[config.mk]
export PLATFORM = sky130hd
export DESIGN_NAME = tps_sequencer
export DESIGN_NICKNAME = d
export VERILOG_FILES = /design/src/inc/tps_pkg.sv /design/src/inc/tps_tmr_if.sv /design/src/verilog/tps_sequencer.sv /design/src/verilog/tps_timer.sv
export SDC_FILE = /design/constraint.sdc
export NUM_CORES = 1
export LEC_CHECK = 0
export ABC_CLOCK_PERIOD_IN_PS = 4450
export BUFFER_PORTS_ARGS = -buffer_cell sky130_fd_sc_hd__buf_2
export CORE_MARGIN = 2
export CORE_UTILIZATION = 51
export DETAILED_ROUTE_END_ITERATION = 6
export GPL_TIMING_DRIVEN = 0
export PLACE_DENSITY = 0.68
export SYNTH_ARGS = -nofsm -noshare
export SYNTH_HDL_FRONTEND = slang
export SYNTH_SLANG_ARGS = --single-unit
[constraint.sdc]
create_clock -name i_clk -period 4.45 [get_ports i_clk]
set_input_delay 0.6675 -clock i_clk [delete_from_list [all_inputs] [get_ports i_clk]]
set_output_delay 0.6675 -clock i_clk [all_outputs]
set_load 0.005 [all_outputs]
[src/inc/tps_pkg.sv]
package tps_pkg;

  // ==========================================================
  // Timing
  // ==========================================================
  localparam int unsigned CLK_MHZ        = 200;
  localparam int unsigned STEP_MS        = 10;
  localparam int unsigned SETTLE_MS      = 120;
  localparam int unsigned REFRESH_US     = 400;
  localparam int unsigned STEP_CYC       = STEP_MS * 1000 * CLK_MHZ;
  localparam int unsigned SETTLE_CYC     = SETTLE_MS * 1000 * CLK_MHZ;
  localparam int unsigned REFRESH_CYC    = REFRESH_US * CLK_MHZ;
  localparam int unsigned CNT_W          = 32;

  // ==========================================================
  // Power-down orderings
  // ==========================================================
  localparam logic [2:0] ORDER_321       = 3'h1;
  localparam logic [2:0] ORDER_312       = 3'h2;
  localparam logic [2:0] ORDER_231       = 3'h3;
  localparam logic [2:0] ORDER_213       = 3'h4;
  localparam logic [2:0] ORDER_132       = 3'h5;
  localparam logic [2:0] ORDER_123       = 3'h6;

  // ==========================================================
  // Reset values
  // ==========================================================
  localparam logic [2:0] RAIL_RST        = 3'h0;
  localparam logic [1:0] STEP_RST        = 2'h0;

  typedef enum logic [2:0]
  {
    ST_OFF    = 3'b000,
    ST_UP     = 3'b001,
    ST_ON     = 3'b010,
    ST_DOWN   = 3'b011,
    ST_SETTLE = 3'b100
  } tps_state_t;

endpackage

[src/inc/tps_tmr_if.sv]
`timescale 1ns/1ps
interface tps_tmr_if #(parameter int unsigned CNT_W = 32);
  logic             load;
  logic [CNT_W-1:0] count;
  logic             done;

  modport ctl
  (
    output load,
    output count,
    input  done
  );

  modport tmr
  (
    input  load,
    input  count,
    output done
  );
endinterface

[src/verilog/tps_sequencer.sv]
`timescale 1ns/1ps
// How it works
// - Rails held low until enable seen high.
// - Enable runs timers releasing rails one by one.
// - Enable low starts timed pull-low steps.
// - Six independent delays, three up, three down.
// - Enable dropping before first release restarts idle.
// - Late enable drop finishes power-up first.
// - Then 120 ms pause before power-down.
// - Late enable rise finishes power-down first.
// - Then 120 ms pause before power-up.
// - All delays count the one master clock.
// - Timers one and four get 400 us extra.
// - Default order up 1-2-3, down 3-2-1.
// - Rail outputs are open drain, pull low only.
// - Build option picks one of six down orders.
// - Build options set each of the six step delays.
module tps_sequencer #(
  parameter int unsigned CNT_W   = tps_pkg::CNT_W,
  parameter logic [2:0]  DOWN_ORD = tps_pkg::ORDER_321,
  parameter int unsigned D1_CYC  = tps_pkg::STEP_CYC,
  parameter int unsigned D2_CYC  = tps_pkg::STEP_CYC,
  parameter int unsigned D3_CYC  = tps_pkg::STEP_CYC,
  parameter int unsigned D4_CYC  = tps_pkg::STEP_CYC,
  parameter int unsigned D5_CYC  = tps_pkg::STEP_CYC,
  parameter int unsigned D6_CYC  = tps_pkg::STEP_CYC,
  parameter int unsigned REF_CYC = tps_pkg::REFRESH_CYC,
  parameter int unsigned SET_CYC = tps_pkg::SETTLE_CYC
)
(
  input  wire logic       i_clk,
  input  wire logic       i_arst_n,
  input  wire logic       i_seq_en,
  input  wire logic [2:0] i_rail_release,
  output logic      [2:0] o_rail_release,
  output logic      [2:0] o_rail_release_oe,
  output logic            o_seq_busy,
  output logic            o_rails_up
);

  typedef struct packed
  {
    logic               en_s1;
    logic               en_s2;
    tps_pkg::tps_state_t st;
    logic [1:0]         step;
    logic               pend;
    logic               settle_up;
    logic [2:0]         rail;
  } tps_st_t;

  tps_st_t s_r;
  tps_st_t s_nxt;

  tps_tmr_if #(.CNT_W(CNT_W)) tif ();

  tps_timer #(.CNT_W(CNT_W)) u_timer
  (
    .i_clk    (i_clk),
    .i_arst_n (i_arst_n),
    .tmr      (tif)
  );

  // ==========================================================
  // Helpers
  // ==========================================================
  function automatic logic [1:0] down_rail(input logic [2:0] ord,
                                           input logic [1:0] stp);
    logic [5:0] seq;
    seq = 6'h00;
    case (ord)
      tps_pkg::ORDER_312: seq = {2'd1, 2'd0, 2'd2};
      tps_pkg::ORDER_231: seq = {2'd0, 2'd2, 2'd1};
      tps_pkg::ORDER_213: seq = {2'd2, 2'd0, 2'd1};
      tps_pkg::ORDER_132: seq = {2'd1, 2'd2, 2'd0};
      tps_pkg::ORDER_123: seq = {2'd2, 2'd1, 2'd0};
      default:            seq = {2'd0, 2'd1, 2'd2};
    endcase
    if (ord == tps_pkg::ORDER_213)
    begin
      seq = {2'd2, 2'd0, 2'd1};
    end
    down_rail = seq[2*stp +: 2];
  endfunction

  function automatic logic [CNT_W-1:0] up_delay(input logic [1:0] stp);
    case (stp)
      2'd0:    up_delay = CNT_W'(D1_CYC + REF_CYC);
      2'd1:    up_delay = CNT_W'(D2_CYC);
      default: up_delay = CNT_W'(D3_CYC);
    endcase
  endfunction

  function automatic logic [CNT_W-1:0] dn_delay(input logic [1:0] stp);
    case (stp)
      2'd0:    dn_delay = CNT_W'(D4_CYC + REF_CYC);
      2'd1:    dn_delay = CNT_W'(D5_CYC);
      default: dn_delay = CNT_W'(D6_CYC);
    endcase
  endfunction

  logic en;
  assign en = s_r.en_s2;

  // ==========================================================
  // Sequence control
  // ==========================================================
  always_comb
  begin
    s_nxt       = s_r;
    tif.load    = 1'b0;
    tif.count   = '0;
    s_nxt.en_s1 = i_seq_en;
    s_nxt.en_s2 = s_r.en_s1;
    case (s_r.st)
      tps_pkg::ST_OFF:
      begin
        if (en)
        begin
          s_nxt.st   = tps_pkg::ST_UP;
          s_nxt.step = tps_pkg::STEP_RST;
          s_nxt.pend = 1'b0;
          tif.load   = 1'b1;
          tif.count  = up_delay(2'd0);
        end
      end
      tps_pkg::ST_UP:
      begin
        if (!en && s_r.step == 2'd0)
        begin
          s_nxt.st = tps_pkg::ST_OFF;
          tif.load = 1'b1;
        end
        else if (!en && !s_r.pend)
        begin
          s_nxt.pend = 1'b1;
          tif.load   = 1'b1;
          tif.count  = up_delay(s_r.step);
        end
        else if (tif.done)
        begin
          s_nxt.rail[s_r.step] = 1'b1;
          if (s_r.step == 2'd2)
          begin
            if (s_r.pend)
            begin
              s_nxt.st        = tps_pkg::ST_SETTLE;
              s_nxt.settle_up = 1'b0;
              tif.load        = 1'b1;
              tif.count       = CNT_W'(SET_CYC);
            end
            else
            begin
              s_nxt.st = tps_pkg::ST_ON;
            end
          end
          else
          begin
            s_nxt.step = s_r.step + 2'd1;
            tif.load   = 1'b1;
            tif.count  = up_delay(s_r.step + 2'd1);
          end
        end
      end
      tps_pkg::ST_ON:
      begin
        if (!en)
        begin
          s_nxt.st   = tps_pkg::ST_DOWN;
          s_nxt.step = tps_pkg::STEP_RST;
          s_nxt.pend = 1'b0;
          tif.load   = 1'b1;
          tif.count  = dn_delay(2'd0);
        end
      end
      tps_pkg::ST_DOWN:
      begin
        if (en && s_r.step == 2'd0)
        begin
          s_nxt.st = tps_pkg::ST_ON;
          tif.load = 1'b1;
        end
        else if (en && !s_r.pend)
        begin
          s_nxt.pend = 1'b1;
          tif.load   = 1'b1;
          tif.count  = dn_delay(s_r.step);
        end
        else if (tif.done)
        begin
          s_nxt.rail[down_rail(DOWN_ORD, s_r.step)] = 1'b0;
          if (s_r.step == 2'd2)
          begin
            if (s_r.pend)
            begin
              s_nxt.st        = tps_pkg::ST_SETTLE;
              s_nxt.settle_up = 1'b1;
              tif.load        = 1'b1;
              tif.count       = CNT_W'(SET_CYC);
            end
            else
            begin
              s_nxt.st = tps_pkg::ST_OFF;
            end
          end
          else
          begin
            s_nxt.step = s_r.step + 2'd1;
            tif.load   = 1'b1;
            tif.count  = dn_delay(s_r.step + 2'd1);
          end
        end
      end
      tps_pkg::ST_SETTLE:
      begin
        if (tif.done)
        begin
          s_nxt.step = tps_pkg::STEP_RST;
          s_nxt.pend = 1'b0;
          tif.load   = 1'b1;
          if (s_r.settle_up)
          begin
            s_nxt.st  = tps_pkg::ST_UP;
            tif.count = up_delay(2'd0);
          end
          else
          begin
            s_nxt.st  = tps_pkg::ST_DOWN;
            tif.count = dn_delay(2'd0);
          end
        end
      end
      default:
      begin
        s_nxt.st   = tps_pkg::ST_OFF;
        s_nxt.rail = tps_pkg::RAIL_RST;
      end
    endcase
  end

  always_ff @(posedge i_clk or negedge i_arst_n)
  begin
    if (!i_arst_n)
    begin
      s_r <= '{en_s1: 1'b0, en_s2: 1'b0, st: tps_pkg::ST_OFF,
               step: tps_pkg::STEP_RST, pend: 1'b0, settle_up: 1'b0,
               rail: tps_pkg::RAIL_RST};
    end
    else
    begin
      s_r <= s_nxt;
    end
  end

  // ==========================================================
  // Open-drain rail outputs
  // ==========================================================
  assign o_rail_release    = 3'h0;
  assign o_rail_release_oe = ~s_r.rail;
  assign o_seq_busy        = (s_r.st != tps_pkg::ST_OFF) &&
                             (s_r.st != tps_pkg::ST_ON);
  assign o_rails_up        = (s_r.st == tps_pkg::ST_ON);

endmodule

[src/verilog/tps_timer.sv]
`timescale 1ns/1ps
module tps_timer #(parameter int unsigned CNT_W = 32)
(
  input  wire logic  i_clk,
  input  wire logic  i_arst_n,
  tps_tmr_if.tmr     tmr
);

  typedef struct packed
  {
    logic [CNT_W-1:0] cnt;
    logic             busy;
  } tps_tmr_st_t;

  tps_tmr_st_t s_r;
  tps_tmr_st_t s_nxt;

  // ==========================================================
  // Down counter paced by the master clock.
  // ==========================================================
  always_comb
  begin
    s_nxt = s_r;
    if (tmr.load)
    begin
      s_nxt.cnt  = tmr.count;
      s_nxt.busy = 1'b1;
    end
    else if (s_r.busy)
    begin
      if (s_r.cnt <= CNT_W'(1))
      begin
        s_nxt.busy = 1'b0;
      end
      s_nxt.cnt = s_r.cnt - CNT_W'(1);
    end
  end

  always_ff @(posedge i_clk or negedge i_arst_n)
  begin
    if (!i_arst_n)
    begin
      s_r <= '0;
    end
    else
    begin
      s_r <= s_nxt;
    end
  end

  // Done looks only at the registered busy flag and count, since load is decoded from done.
  assign tmr.done = s_r.busy && (s_r.cnt <= CNT_W'(1));

endmodule

* After elaboration in Yosys (flattened, before gate mapping)
Cells that the tools add are included.
** Word-level totals
- Word-level logic and storage cells :: 138
- Output and inout bits :: 8
- Flip-flop bits (word level) :: 45
- Input port bits :: 6
** Operators by class
- Add/sub/neg operators :: 2
- Muxes and demuxes :: 66
- Bitwise gates (word level) :: 5
- Order comparisons :: 5
- Reduce and logical (&&, ||, !) cells :: 23
- Equal/unequal tests :: 27
- Shifts and indexed selects :: 1
** Operators with widths (number)
- 32-bit two-way mux :: 6
- 32-bit case mux with 5 select lines :: 1
- 33-bit two-way mux :: 2
- 21-bit two-way mux :: 3
- 6-bit two-way mux :: 7
- 17-bit two-way mux :: 2
- 32-bit by 1-bit <= comparator with 1-bit output (second input constant) :: 1
- 32-bit by 1-bit subtractor with 32-bit output (second input constant) :: 1
- 2-bit inequality test (second input constant) :: 15
- 3-bit case mux with 5 select lines :: 2
- 25-bit two-way mux :: 1
- 5-bit two-way mux :: 4
- 1-bit two-way mux :: 19
- 3-bit two-way mux :: 6
- 3-bit inequality test (second input constant) :: 6
- 4-bit two-way mux :: 4
- 7-bit two-way mux :: 2
- 11-bit AND reduction :: 1
- 10-bit AND reduction :: 1
- 3-bit case mux with 3 select lines :: 1
- 9-bit AND reduction :: 1
- 1-bit logical AND :: 8
- 8-bit AND reduction :: 1
- 7-bit AND reduction :: 1
- 24 further kinds :: 33

* Depth between registers and ports, before layout
Gate-level depths: netlist of the first run.
- Depth in word-level cells :: 17
- Gate-level depth with buffers :: 9
- Gate-level depth less buffers :: 8

* By module
From an unflattened synthesis of the first run, not the netlist that was laid out.
** Unflattened totals
- Cells, all modules :: 322
- Area total of the unflattened synthesis :: 2879.0 µm²
** By module, submodules not included
- tps_timer :: cells each 207, times used 1, sequential area each 825.8 µm², area each 1880.6 µm²
- tps_sequencer :: cells each 115, times used 1, sequential area each 300.3 µm², area each 998.5 µm²

* Worst setup path after synthesis of the first run
No wires, ideal clock.
- Kind :: reg2reg
- From :: register s_r[5] (netlist name)
- To :: register u_timer.s_r[8] (netlist name)
- Setup time :: 0.126 ns
- Stages on the path, launching flop included :: 9
- Slack :: 2.252 ns
- Arrival :: 2.071 ns
- Required time :: 4.324 ns
- Period minus slack after synthesis :: 2.198 ns
- Path buffers :: 1
- Cells stage by stage :: dfrtp_1 > inv_1 > ha_1 > clkbuf_1 > o21ai_0 > a211oi_1 > a21o_2 > a21oi_1 > a311o_1
** On the way
- Longest elaborated chain between the ends :: 9
- Elaborated cells on any way between the ends :: 24
- Those cells by class :: add/sub (1); eq/ne (1); mux (17); reduce/logical (5)
** RTL lines
- start, declared :: line tps_sequencer.sv:52 : tps_st_t s_r;
- start signal, assigned :: line tps_sequencer.sv:245 : s_r <= '{en_s1: 1'b0, en_s2: 1'b0, st: tps_pkg::ST_OFF,
- start signal, assigned :: line tps_sequencer.sv:251 : s_r <= s_nxt;
- 2-bit by 1-bit adder with 2-bit output :: line tps_sequencer.sv:161, tps_sequencer.sv:210
- 2-bit logical NOT :: line tps_sequencer.sv:87, tps_sequencer.sv:95
- 17-bit two-way mux :: line tps_sequencer.sv:87, tps_sequencer.sv:95
- 32-bit two-way mux :: line tps_sequencer.sv:143 : if (s_r.step == 2'd2)
- 32-bit two-way mux :: line tps_sequencer.sv:140 : else if (tif.done)
- 32-bit two-way mux, on equally long branches :: line tps_sequencer.sv:183, tps_sequencer.sv:134
- 32-bit two-way mux, on equally long branches :: line tps_sequencer.sv:178, tps_sequencer.sv:129
- 32-bit case mux with 5 select lines :: line tps_sequencer.sv:115 : case (s_r.st)
- 33-bit two-way mux :: line tps_timer.sv:24 : if (tmr.load)
- end signal, assigned :: line tps_timer.sv:47 : s_r <= s_nxt;
- end, declared :: line tps_timer.sv:15 : tps_tmr_st_t s_r;
Several ways; a longest one is shown, not always the timed one.
A chain may end at the register's enable or synchronous reset.

* Worst setup path after layout of the first run
- From :: register s_r[5] (netlist name)
- To :: register u_timer.s_r[18] (netlist name)
** On the way
- Longest elaborated chain between the ends :: 7
- Elaborated cells on any way between the ends :: 20
- Those cells by class :: eq/ne (1); mux (15); reduce/logical (4)
** RTL lines
- 2-bit equality test :: line tps_sequencer.sv:143, tps_sequencer.sv:192
- 32-bit two-way mux / 1-bit two-way mux (equally long branches) :: line tps_sequencer.sv:143
- 32-bit two-way mux / 1-bit two-way mux (equally long branches) :: line tps_sequencer.sv:140
- 32-bit two-way mux, or another cell as far along :: line tps_sequencer.sv:183 : else if (en && !s_r.pend)
- 32-bit two-way mux, or another cell as far along :: line tps_sequencer.sv:178 : if (en && s_r.step == 2'd0)
- 32-bit case mux with 5 select lines / 1-bit case mux with 5 select lines (equally long branches) :: line tps_sequencer.sv:115
- 33-bit two-way mux / 2-bit nonzero test (equally long branches)
Several ways; a longest one is shown, not always the timed one.

==> impl_metrics.ini, run 1 <==
[run_status]
status = complete, no violations

[die]
effective_utilization_at_floorplan_pct = 53.58
core_area_mm2 = 0.005205
die_area_mm2 = 0.006076
die-width_um = 77.95
placementRows = 26
die_h_um = 77.95
pin_count = 14

[global_routing]
grt_pass1_vias = 2182
global_route.overflow_total = 0
grt_start_max_net_pins = 46
antenna_found_initial = 0
first_pass_grt_wire_length_um = 10610
grt.total_usage_pct = 22.16

[route]
routed-via-count = 2320
drtIter0Drc = 189
met1_length_um = 3015
drt_pass1_iterations = 4
met2_wl_post_dr_um = 2803
detail-route-antenna-nets = 0
route.met3.wl_um = 301
avgViaCountPerCell = 5.757
per_cell_routed_wire_length_um = 15.37
top_signal_layer_used = met4
routed_wirelength_um = 6194
route.detailed.drc = 0

[timing]
setup_viol = 0
worst_slew_margin_rel_pct = 33.03
max_slew_violation_total_from_the_final_report = 0
rsz0062_at_grt = false
timing.setup.tns_ps = 0
final-hold-violation-count = 0
worst_slack_ps = 1685
worst_clock_skew_ps = 12.33
max_slew.worst_pin.slew_ps = 1005
final_min_period_over_clock_period_pct = 62.14
finalCriticalPeriod_ps = 2765
max_clock_freq_mhz = 361.6

[run]
cap_violations = 0

[placement]
port_buffers = 7
dpl.hpwl_um = 4423
gp_routability_congestion = 0.9242
place_worst_setup_slack_ps = 1717
place_area_mm2 = 0.002919

[synthesis]
yosysMostFrequentCell = dfrtp_1
yosys_warnings = 0
synth_edf_count = 0
leading_post_synthesis_cells_by_cell_area = dfrtp_1 40%, nor2_1 5.8%, xor2_1 4.7%
synth_top_flop_cell = dfrtp_1
post_synth_and_or_nand_nor_area_fraction_pct = 26.56
synth-seq-cells = 45
post-synth-top-area-fraction_pct = 40.38
post-synth-top-area-cell = dfrtp_1
yosys-top-cells-count = 45 x dfrtp_1, 43 x nor2_1, 30 x nand2_1
synth_top_family_by_area = simple AND/OR/NAND/NOR gates
multiplexer_fraction_of_the_synthesized_cell_area_pct = 0.4038
synth-compound-area-share_pct = 15.61
yosys.area_share.xor_xnor_pct = 8.479
post_synth_fa_ha_maj_area_fraction_pct = 3.140
synth.lib_cells_used.distinct = 57
post_synth.cell_area_avg_um2 = 8.826
yosysSeqAreaShare_pct = 40.38
synth-async-reset-ratio_pct = 100.0
synth_area_mm2 = 0.002789
synth_cells = 316

[clock_tree]
cts_post_setup_buffers_inserted = 0
cts.path.max_buffers = 2
htree_levels = 2
clk_latency_ps = 310
cts_made_buffers = 5
clock-sinks = 45
path_clk_slew_ps = 100
ctsRootBufferMaster = clkbuf_8
cts_hold_buf = 0
cts_repair_resize_count = 0
cts_tree = built

[critical_path]
critical_path_class = reg -> reg
critical_path.endpoint_type = flip-flop
crit_family = compound AO/OA/AOI/OAI gates
critical_path_fanouts_max = 10
cpMostUsedCell = o21ai_0
crit_required_ps = 4630
worst_setup_path_start_kind = flip-flop
max_stage_delay_ps = 640
worstPathArrival_ps = 2940
timing.critical_path.cells = inv_1 -> ha_1 -> clkbuf_1 -> o21ai_0 -> a211oi_1 -> a21o_2 -> buf_4 -> buf_6 -> o21ai_0
worst_path_cell_with_the_longest_stage_delay = a211oi_1
critPathBufInv = 4

[layout]
fill_count = 465
num-nets-final = 345
final_layout_size_suffix_gt1_share_pct = 13.21
register_area_mm2 = 0.001126
fin_area_mm2 = 0.003053
multiInputGateArea_mm2 = 0.001523
antenna_cells = 0
layout-area-overhead-vs-synth_pct = 9.466

[pwr]
power.static_leakage_nw = 1.310
peakVddDrop_uv = 247.8
power_per_cell_area_mw_per_mm2 = 610.9
design_power_total_mw = 1.865

[hold_path]
hold_class = reg -> reg
[worst paths after layout]
check | startpoint | endpoint | slack (ps) | cells after the start
worst max-delay path | s_r[5] | u_timer.s_r[18] | 1680 | 9
worst min-delay path | s_nxt[10] | en | 360 | 0
worst max register to register | s_r[5] | u_timer.s_r[18] | 1680 | 9
worst min register to register | s_nxt[10] | en | 360 | 0
max in group asynchronous | i_arst_n | u_timer.s_r[3] | 3290 | 1
min in group asynchronous | i_arst_n | s_r[0] | 520 | 1
[logic make-up after synthesis]
logic type	after synthesis
other	1
buffers and inverters	29
DFF	45
muxes	1
AOI/OAI and AO/OA	68
adders and majority gates	7
and+or+nand+nor	138
xor gates and xnor gates	27
[power breakdown]
part	internal [mW]	switching (mW)	total, mW
clock network	0.223	0.148	0.371
registers	0.508	0.100	0.608
logic	0.335	0.551	0.886
total	1.07	0.799	1.87
[worst register-to-register path: stages (launching register included)]
cell	delay [ps]
dfrtp_1	420
inv_1	130
ha_1	160
clkbuf_1	350
o21ai_0	310
a211oi_1	640
a21o_2	190
buf_4	180
buf_6	160
o21ai_0	100
[placed cells by master (no fill, tap or decap), types with 5 or more instances in the layout]
| master | instances |
|---|---|
| a21oi_1 | 18 |
| buf_2 | 11 |
| inv_1 | 13 |
| nand2_1 | 30 |
| nor4_1 | 6 |
| nand3_1 | 13 |
| xor2_1 | 15 |
| nor3_1 | 11 |
| dfrtp_1 | 45 |
| nor2_1 | 43 |
| ha_1 | 7 |
| o21ai_0 | 19 |
| buf_4 | 5 |
| xnor2_1 | 12 |
| clkbuf_1 | 5 |
| clkbuf_8 | 5 |
[flip-flops by register name (all words and copies together), names as in the netlist]
signal       count
u_timer.s_r     33
en               1
s_nxt            1
s_r             10
[per-layer routing]
| layer | track usage [%] | up-vias |
|---|---|---|
| met5 | 0 | - |
| met4 | 5.789 | 0 |
| met3 | 3.488 | 8 |
| met2 | 33.79 | 50 |
| met1 | 32.93 | 1136 |
| li1 | - | 1126 |
[cell type report]
class | instances | share of cell area, %
multi-input cells | 244 | 49.88
well taps | 70 | 2.869
repair buffers | 7 | 1.148
flip-flops and latches | 45 | 36.89
clock buffers | 5 | 2.254
clock inverters | 3 | 2.131
plain buffers | 16 | 3.238
inverters | 13 | 1.598
[metrics by stage]
step / utilization, % / hold slack, ps / instances
after CTS: 58.65 / 366.5 / 403
after floorplan: - / 331.2 / 318
after global placement: 56.08 / 332.8 / 395
final: 58.65 / 359.4 / 403
after global routing: 58.65 / 366.2 / 403
after detailed placement: 56.08 / 346.4 / 395
Note: power is estimated with default switching activity, not from simulation.
==> run 2, diff against run 1 <==
ABC_CLOCK_PERIOD_IN_PS = 2600   (was 4450)
clock period = 2.6 ns   (was 4.45 ns; I/O delays follow)
==> impl_metrics.ini, run 2 (synthesized netlist as in run 1, its figures left out) <==
[run_status]
status = complete, no violations

[global_routing]
global_route.overflow_total = 0
grt_start_max_net_pins = 46
first_pass_grt_wire_length_um = 10620
antenna_found_initial = 0
grt_pass1_vias = 2185
grt.total_usage_pct = 22.16

[placement]
place_worst_setup_slack_ps = -133.4
port_buffers = 7
dpl.hpwl_um = 4423
gp_routability_congestion = 0.9242

[critical_path]
critical_path_class = reg -> reg
critical_path_fanouts_max = 10
worstPathArrival_ps = 2580
crit_required_ps = 2770
worst_setup_path_start_kind = flip-flop
critical_path.endpoint_type = flip-flop

[clock_tree]
ctsRootBufferMaster = clkbuf_8
cts.path.max_buffers = 2
cts_hold_buf = 0
cts_tree = built
cts_made_buffers = 5
clock-sinks = 45
path_clk_slew_ps = 100
htree_levels = 2
clk_latency_ps = 310

[route]
routed-via-count = 2312
avgViaCountPerCell = 5.737
drtIter0Drc = 241
detail-route-antenna-nets = 0
per_cell_routed_wire_length_um = 15.33
drt_pass1_iterations = 5
route.detailed.drc = 0
routed_wirelength_um = 6179

[run]
cap_violations = 0

[layout]
num-nets-final = 345
max_ffs_per_register = 33
final_layout_size_suffix_gt1_share_pct = 13.81
largest_registers = u_timer.s_r x33, s_r x10
layout-area-overhead-vs-synth_pct = 9.780
utilization_pct = 58.82
final_common_cell = dfrtp_1
antenna_cells = 0
final_cell_mix = 45 x dfrtp_1, 43 x nor2_1, 30 x nand2_1
fill_count = 464
regMostFlops = u_timer.s_r

[timing]
rsz0062_at_grt = false
final_min_period_over_clock_period_pct = 92.46
max_slew_violation_total_from_the_final_report = 0
worst_slack_ps = 196.1
worst_clock_skew_ps = 13.24
final-hold-violation-count = 0
setup_viol = 0
max_clock_freq_mhz = 416.0
max_slew.worst_pin.slew_ps = 995.6
finalCriticalPeriod_ps = 2404
worst_slew_margin_rel_pct = 33.63

[die]
die_area_mm2 = 0.006076
die_h_um = 77.95
die-width_um = 77.95
placementRows = 26
pin_count = 14
core_area_mm2 = 0.005205
effective_utilization_at_floorplan_pct = 53.58

[hold_path]
hold_class = in -> reg

[pwr]
peakVddDrop_uv = 424.0
power_per_cell_area_mw_per_mm2 = 1045
power.static_leakage_nw = 1.315
run 2: cell count changes in the layout (fill, tap and decap cells not counted), sizes merged:
cell / before / now
buf: 18 / 19
clkbuf: 10 / 9
run 2: report_power, final:
group,switching (mW),total [mW],internal [mW]
Sequential,0.171,1.04,0.870
Clock,0.252,0.634,0.382
Combinational,0.946,1.52,0.579
Total,1.37,3.20,1.83
run 2: critical path, cell delays in order, from the launching register on:
cell	delay [ps]
dfrtp_1	410
nor4_1	430
nor3b_4	350
nor4b_4	280
buf_4	220
a21o_2	150
buf_4	180
buf_6	160
o21ai_0	90
run 2: area by class of cell:
class / count / area, um2 / share of cell area, %
plain buffers: 15 / 95.09 / 3.106
multi-input cells: 244 / 1528 / 49.90
inverters: 13 / 48.80 / 1.594
clock buffers: 5 / 68.82 / 2.248
well taps: 70 / 87.58 / 2.861
flip-flops and latches: 45 / 1126 / 36.78
repair buffers: 8 / 42.54 / 1.389
clock inverters: 3 / 65.06 / 2.125
run 2: path summary, 6_finish.rpt:
kind                                       from              end  slack, ps  cells past startpoint
worst max-delay path            u_timer.s_r[29]  u_timer.s_r[23]        200                      8
worst min-delay path                   i_seq_en        s_nxt[10]        190                      1
worst max register to register  u_timer.s_r[29]  u_timer.s_r[23]        200                      8
worst min register to register        s_nxt[10]               en        360                      0
max in group asynchronous              i_arst_n   u_timer.s_r[4]       1730                      1
min in group asynchronous              i_arst_n           s_r[0]        230                      1
run 2: layer usage:
| layer | vias up | share of wire, % | track usage [%] |
|---|---|---|---|
| met5 | - | 0 | 0 |
| met4 | 0 | 1.1 | 5.789 |
| met3 | 8 | 4.5 | 3.488 |
| met2 | 59 | 45 | 33.88 |
| met1 | 1116 | 49 | 32.86 |
| li1 | 1129 | - | - |
run 2: stage by stage:
stage,total power [mW],instances,TNS [ps],hold WS [ps],area [um2]
after floorplan,2.173,318,0,94.41,2796
after global placement,2.520,395,-1201,332.8,2919
after detailed placement,2.550,395,-1867,346.4,2919
after CTS,3.203,403,0,184.2,3058
after global routing,3.448,403,0,180.6,3062
final,3.199,403,0,193.4,3062
run 2: repair_timing:
item,CTS,global route
setup endpoints to repair,28,39
cloned,0,0
resized for setup,1,1
buffers inserted,0,1
==> run 3, diff against run 2 <==
ABC_CLOCK_PERIOD_IN_PS = 2520   (was 2600)
clock period = 2.52 ns   (was 2.6 ns; I/O delays follow)
==> impl_metrics.ini, run 3 (synthesized netlist as in run 1, its figures left out) <==
[run_status]
status = complete, no violations

[layout]
antenna_cells = 0
num-nets-final = 346
final_common_cell = dfrtp_1
max_ffs_per_register = 33
largest_registers = u_timer.s_r x33, s_r x10
layout-area-overhead-vs-synth_pct = 10.27
final_cell_mix = 45 x dfrtp_1, 43 x nor2_1, 30 x nand2_1
fill_count = 468
regMostFlops = u_timer.s_r
final_cell_count_no_fill = 404
final_layout_size_suffix_gt1_share_pct = 14.37

[clock_tree]
path_clk_slew_ps = 80
cts_made_buffers = 5
htree_levels = 2
clock-sinks = 45
ctsRootBufferMaster = clkbuf_8
cts_tree = built
cts_hold_buf = 0
clk_latency_ps = 310
cts.path.max_buffers = 2

[die]
core_area_mm2 = 0.005205
effective_utilization_at_floorplan_pct = 53.58
placementRows = 26
die_area_mm2 = 0.006076
die_h_um = 77.95
pin_count = 14
die-width_um = 77.95

[pwr]
power.static_leakage_nw = 1.322
peakVddDrop_uv = 438.5
power_per_cell_area_mw_per_mm2 = 1073

[global_routing]
first_pass_grt_wire_length_um = 10710
antenna_found_initial = 0
grt_start_max_net_pins = 46
grt.total_usage_pct = 22.33
global_route.overflow_total = 0
grt_pass1_vias = 2194

[placement]
dpl.hpwl_um = 4423
port_buffers = 7
gp_routability_congestion = 0.9242
numPlacedInstances = 395

[timing]
setup_viol = 0
final-hold-violation-count = 0
finalCriticalPeriod_ps = 2382
worst_slew_margin_rel_pct = 33.73
max_slew.worst_pin.slew_ps = 994.0
rsz0062_at_grt = false
final_min_period_over_clock_period_pct = 94.52
max_slew_violation_total_from_the_final_report = 0
worst_clock_skew_ps = 12.23
finalHoldWorstSlack_ps = 182.1
max_clock_freq_mhz = 419.8

[route]
avgViaCountPerCell = 5.822
per_cell_routed_wire_length_um = 15.50
drtIter0Drc = 212
route.detailed.drc = 0
routed_wirelength_um = 6264
routed-via-count = 2352
detail-route-antenna-nets = 0
drt_pass1_iterations = 6

[critical_path]
r2r-start = u_timer.s_r[1]
crit_required_ps = 2690
worst_reg_to_reg_cells = 10
critical_path_fanouts_max = 9
r2r-end = s_r[8]
setup_slack_of_the_most_critical_reg_to_reg_path_ps = 140
worstPathArrival_ps = 2550
critical_path.endpoint_type = flip-flop
worst_setup_path_start_kind = flip-flop
critical_path_class = reg -> reg
startpoint = u_timer.s_r[1]

[run]
cap_violations = 0

[hold_path]
whs_path_depth = 1
hold_start = i_seq_en
min_to = s_nxt[10]
hold_class = in -> reg
==> run 3: where the power goes <==
part / switching (mW) / internal (mW) / total (mW)
combinational: 0.980 / 0.598 / 1.58
sequential: 0.177 / 0.897 / 1.07
clock: 0.255 / 0.394 / 0.650
total: 1.41 / 1.89 / 3.30
==> run 3: metrics by stage <==
step / area, um2 / utilization (%) / TNS [ps] / worst slack [ps] / total power [mW]
after floorplan: 2796 / - / 0 / 322.3 / 2.241
after global placement: 2919 / 56.08 / -3244 / -169.9 / 2.600
after detailed placement: 2919 / 56.08 / -4196 / -213.4 / 2.631
after CTS: 3073 / 59.04 / 0 / 80.29 / 3.307
after global routing: 3075 / 59.09 / 0 / 0.8131 / 3.558
final: 3075 / 59.09 / 0 / 138.0 / 3.301
==> run 3: layout make-up <==
type | count | area (um2) | area share (%)
buffer | 15 | 95.09 | 3.092
clock buffer | 5 | 68.82 | 2.238
clock inverter | 3 | 65.06 | 2.116
inverter | 13 | 48.80 | 1.587
multi-input combinational | 244 | 1534 | 49.88
sequential | 45 | 1126 | 36.62
tap | 70 | 87.58 | 2.848
timing repair buffer | 9 | 50.05 | 1.627
==> run 3: repair_timing <==
action | in CTS | in global routing
pin swaps | 1 | 0
resized for setup | 2 | 1
gates cloned | 0 | 0
buffers inserted | 2 | 0
setup endpoints to repair | 33 | 26
==> run 3: critical path, cell delays in order (launching register included) <==
cell and delay (ps):
dfrtp_1 410, inv_1 60, ha_1 280, o21ba_2 250, nand4_1 180, nor4b_4 60, buf_4 180, buf_4 140
a21oi_1 110, nor4_1 60, or4_1 510
==> run 3: per-layer routing <==
metal / global-route usage [%] / share of wire, % / vias to the layer above
met5: 0 / 0 / -
met4: 5.789 / 1.3 / 0
met3: 3.488 / 4.0 / 14
met2: 34.14 / 45 / 60
met1: 33.16 / 50 / 1150
li1: - / - / 1128
==> run 3: worst max-delay path by stage <==
stage               cells after the start         endpoint
CTS                                     9  u_timer.s_r[18]
detailed placement                      9  u_timer.s_r[18]
global route                            8  u_timer.s_r[18]
finish                                 10           s_r[8]
global placement                        9  u_timer.s_r[18]
floorplan                               8   u_timer.s_r[8]
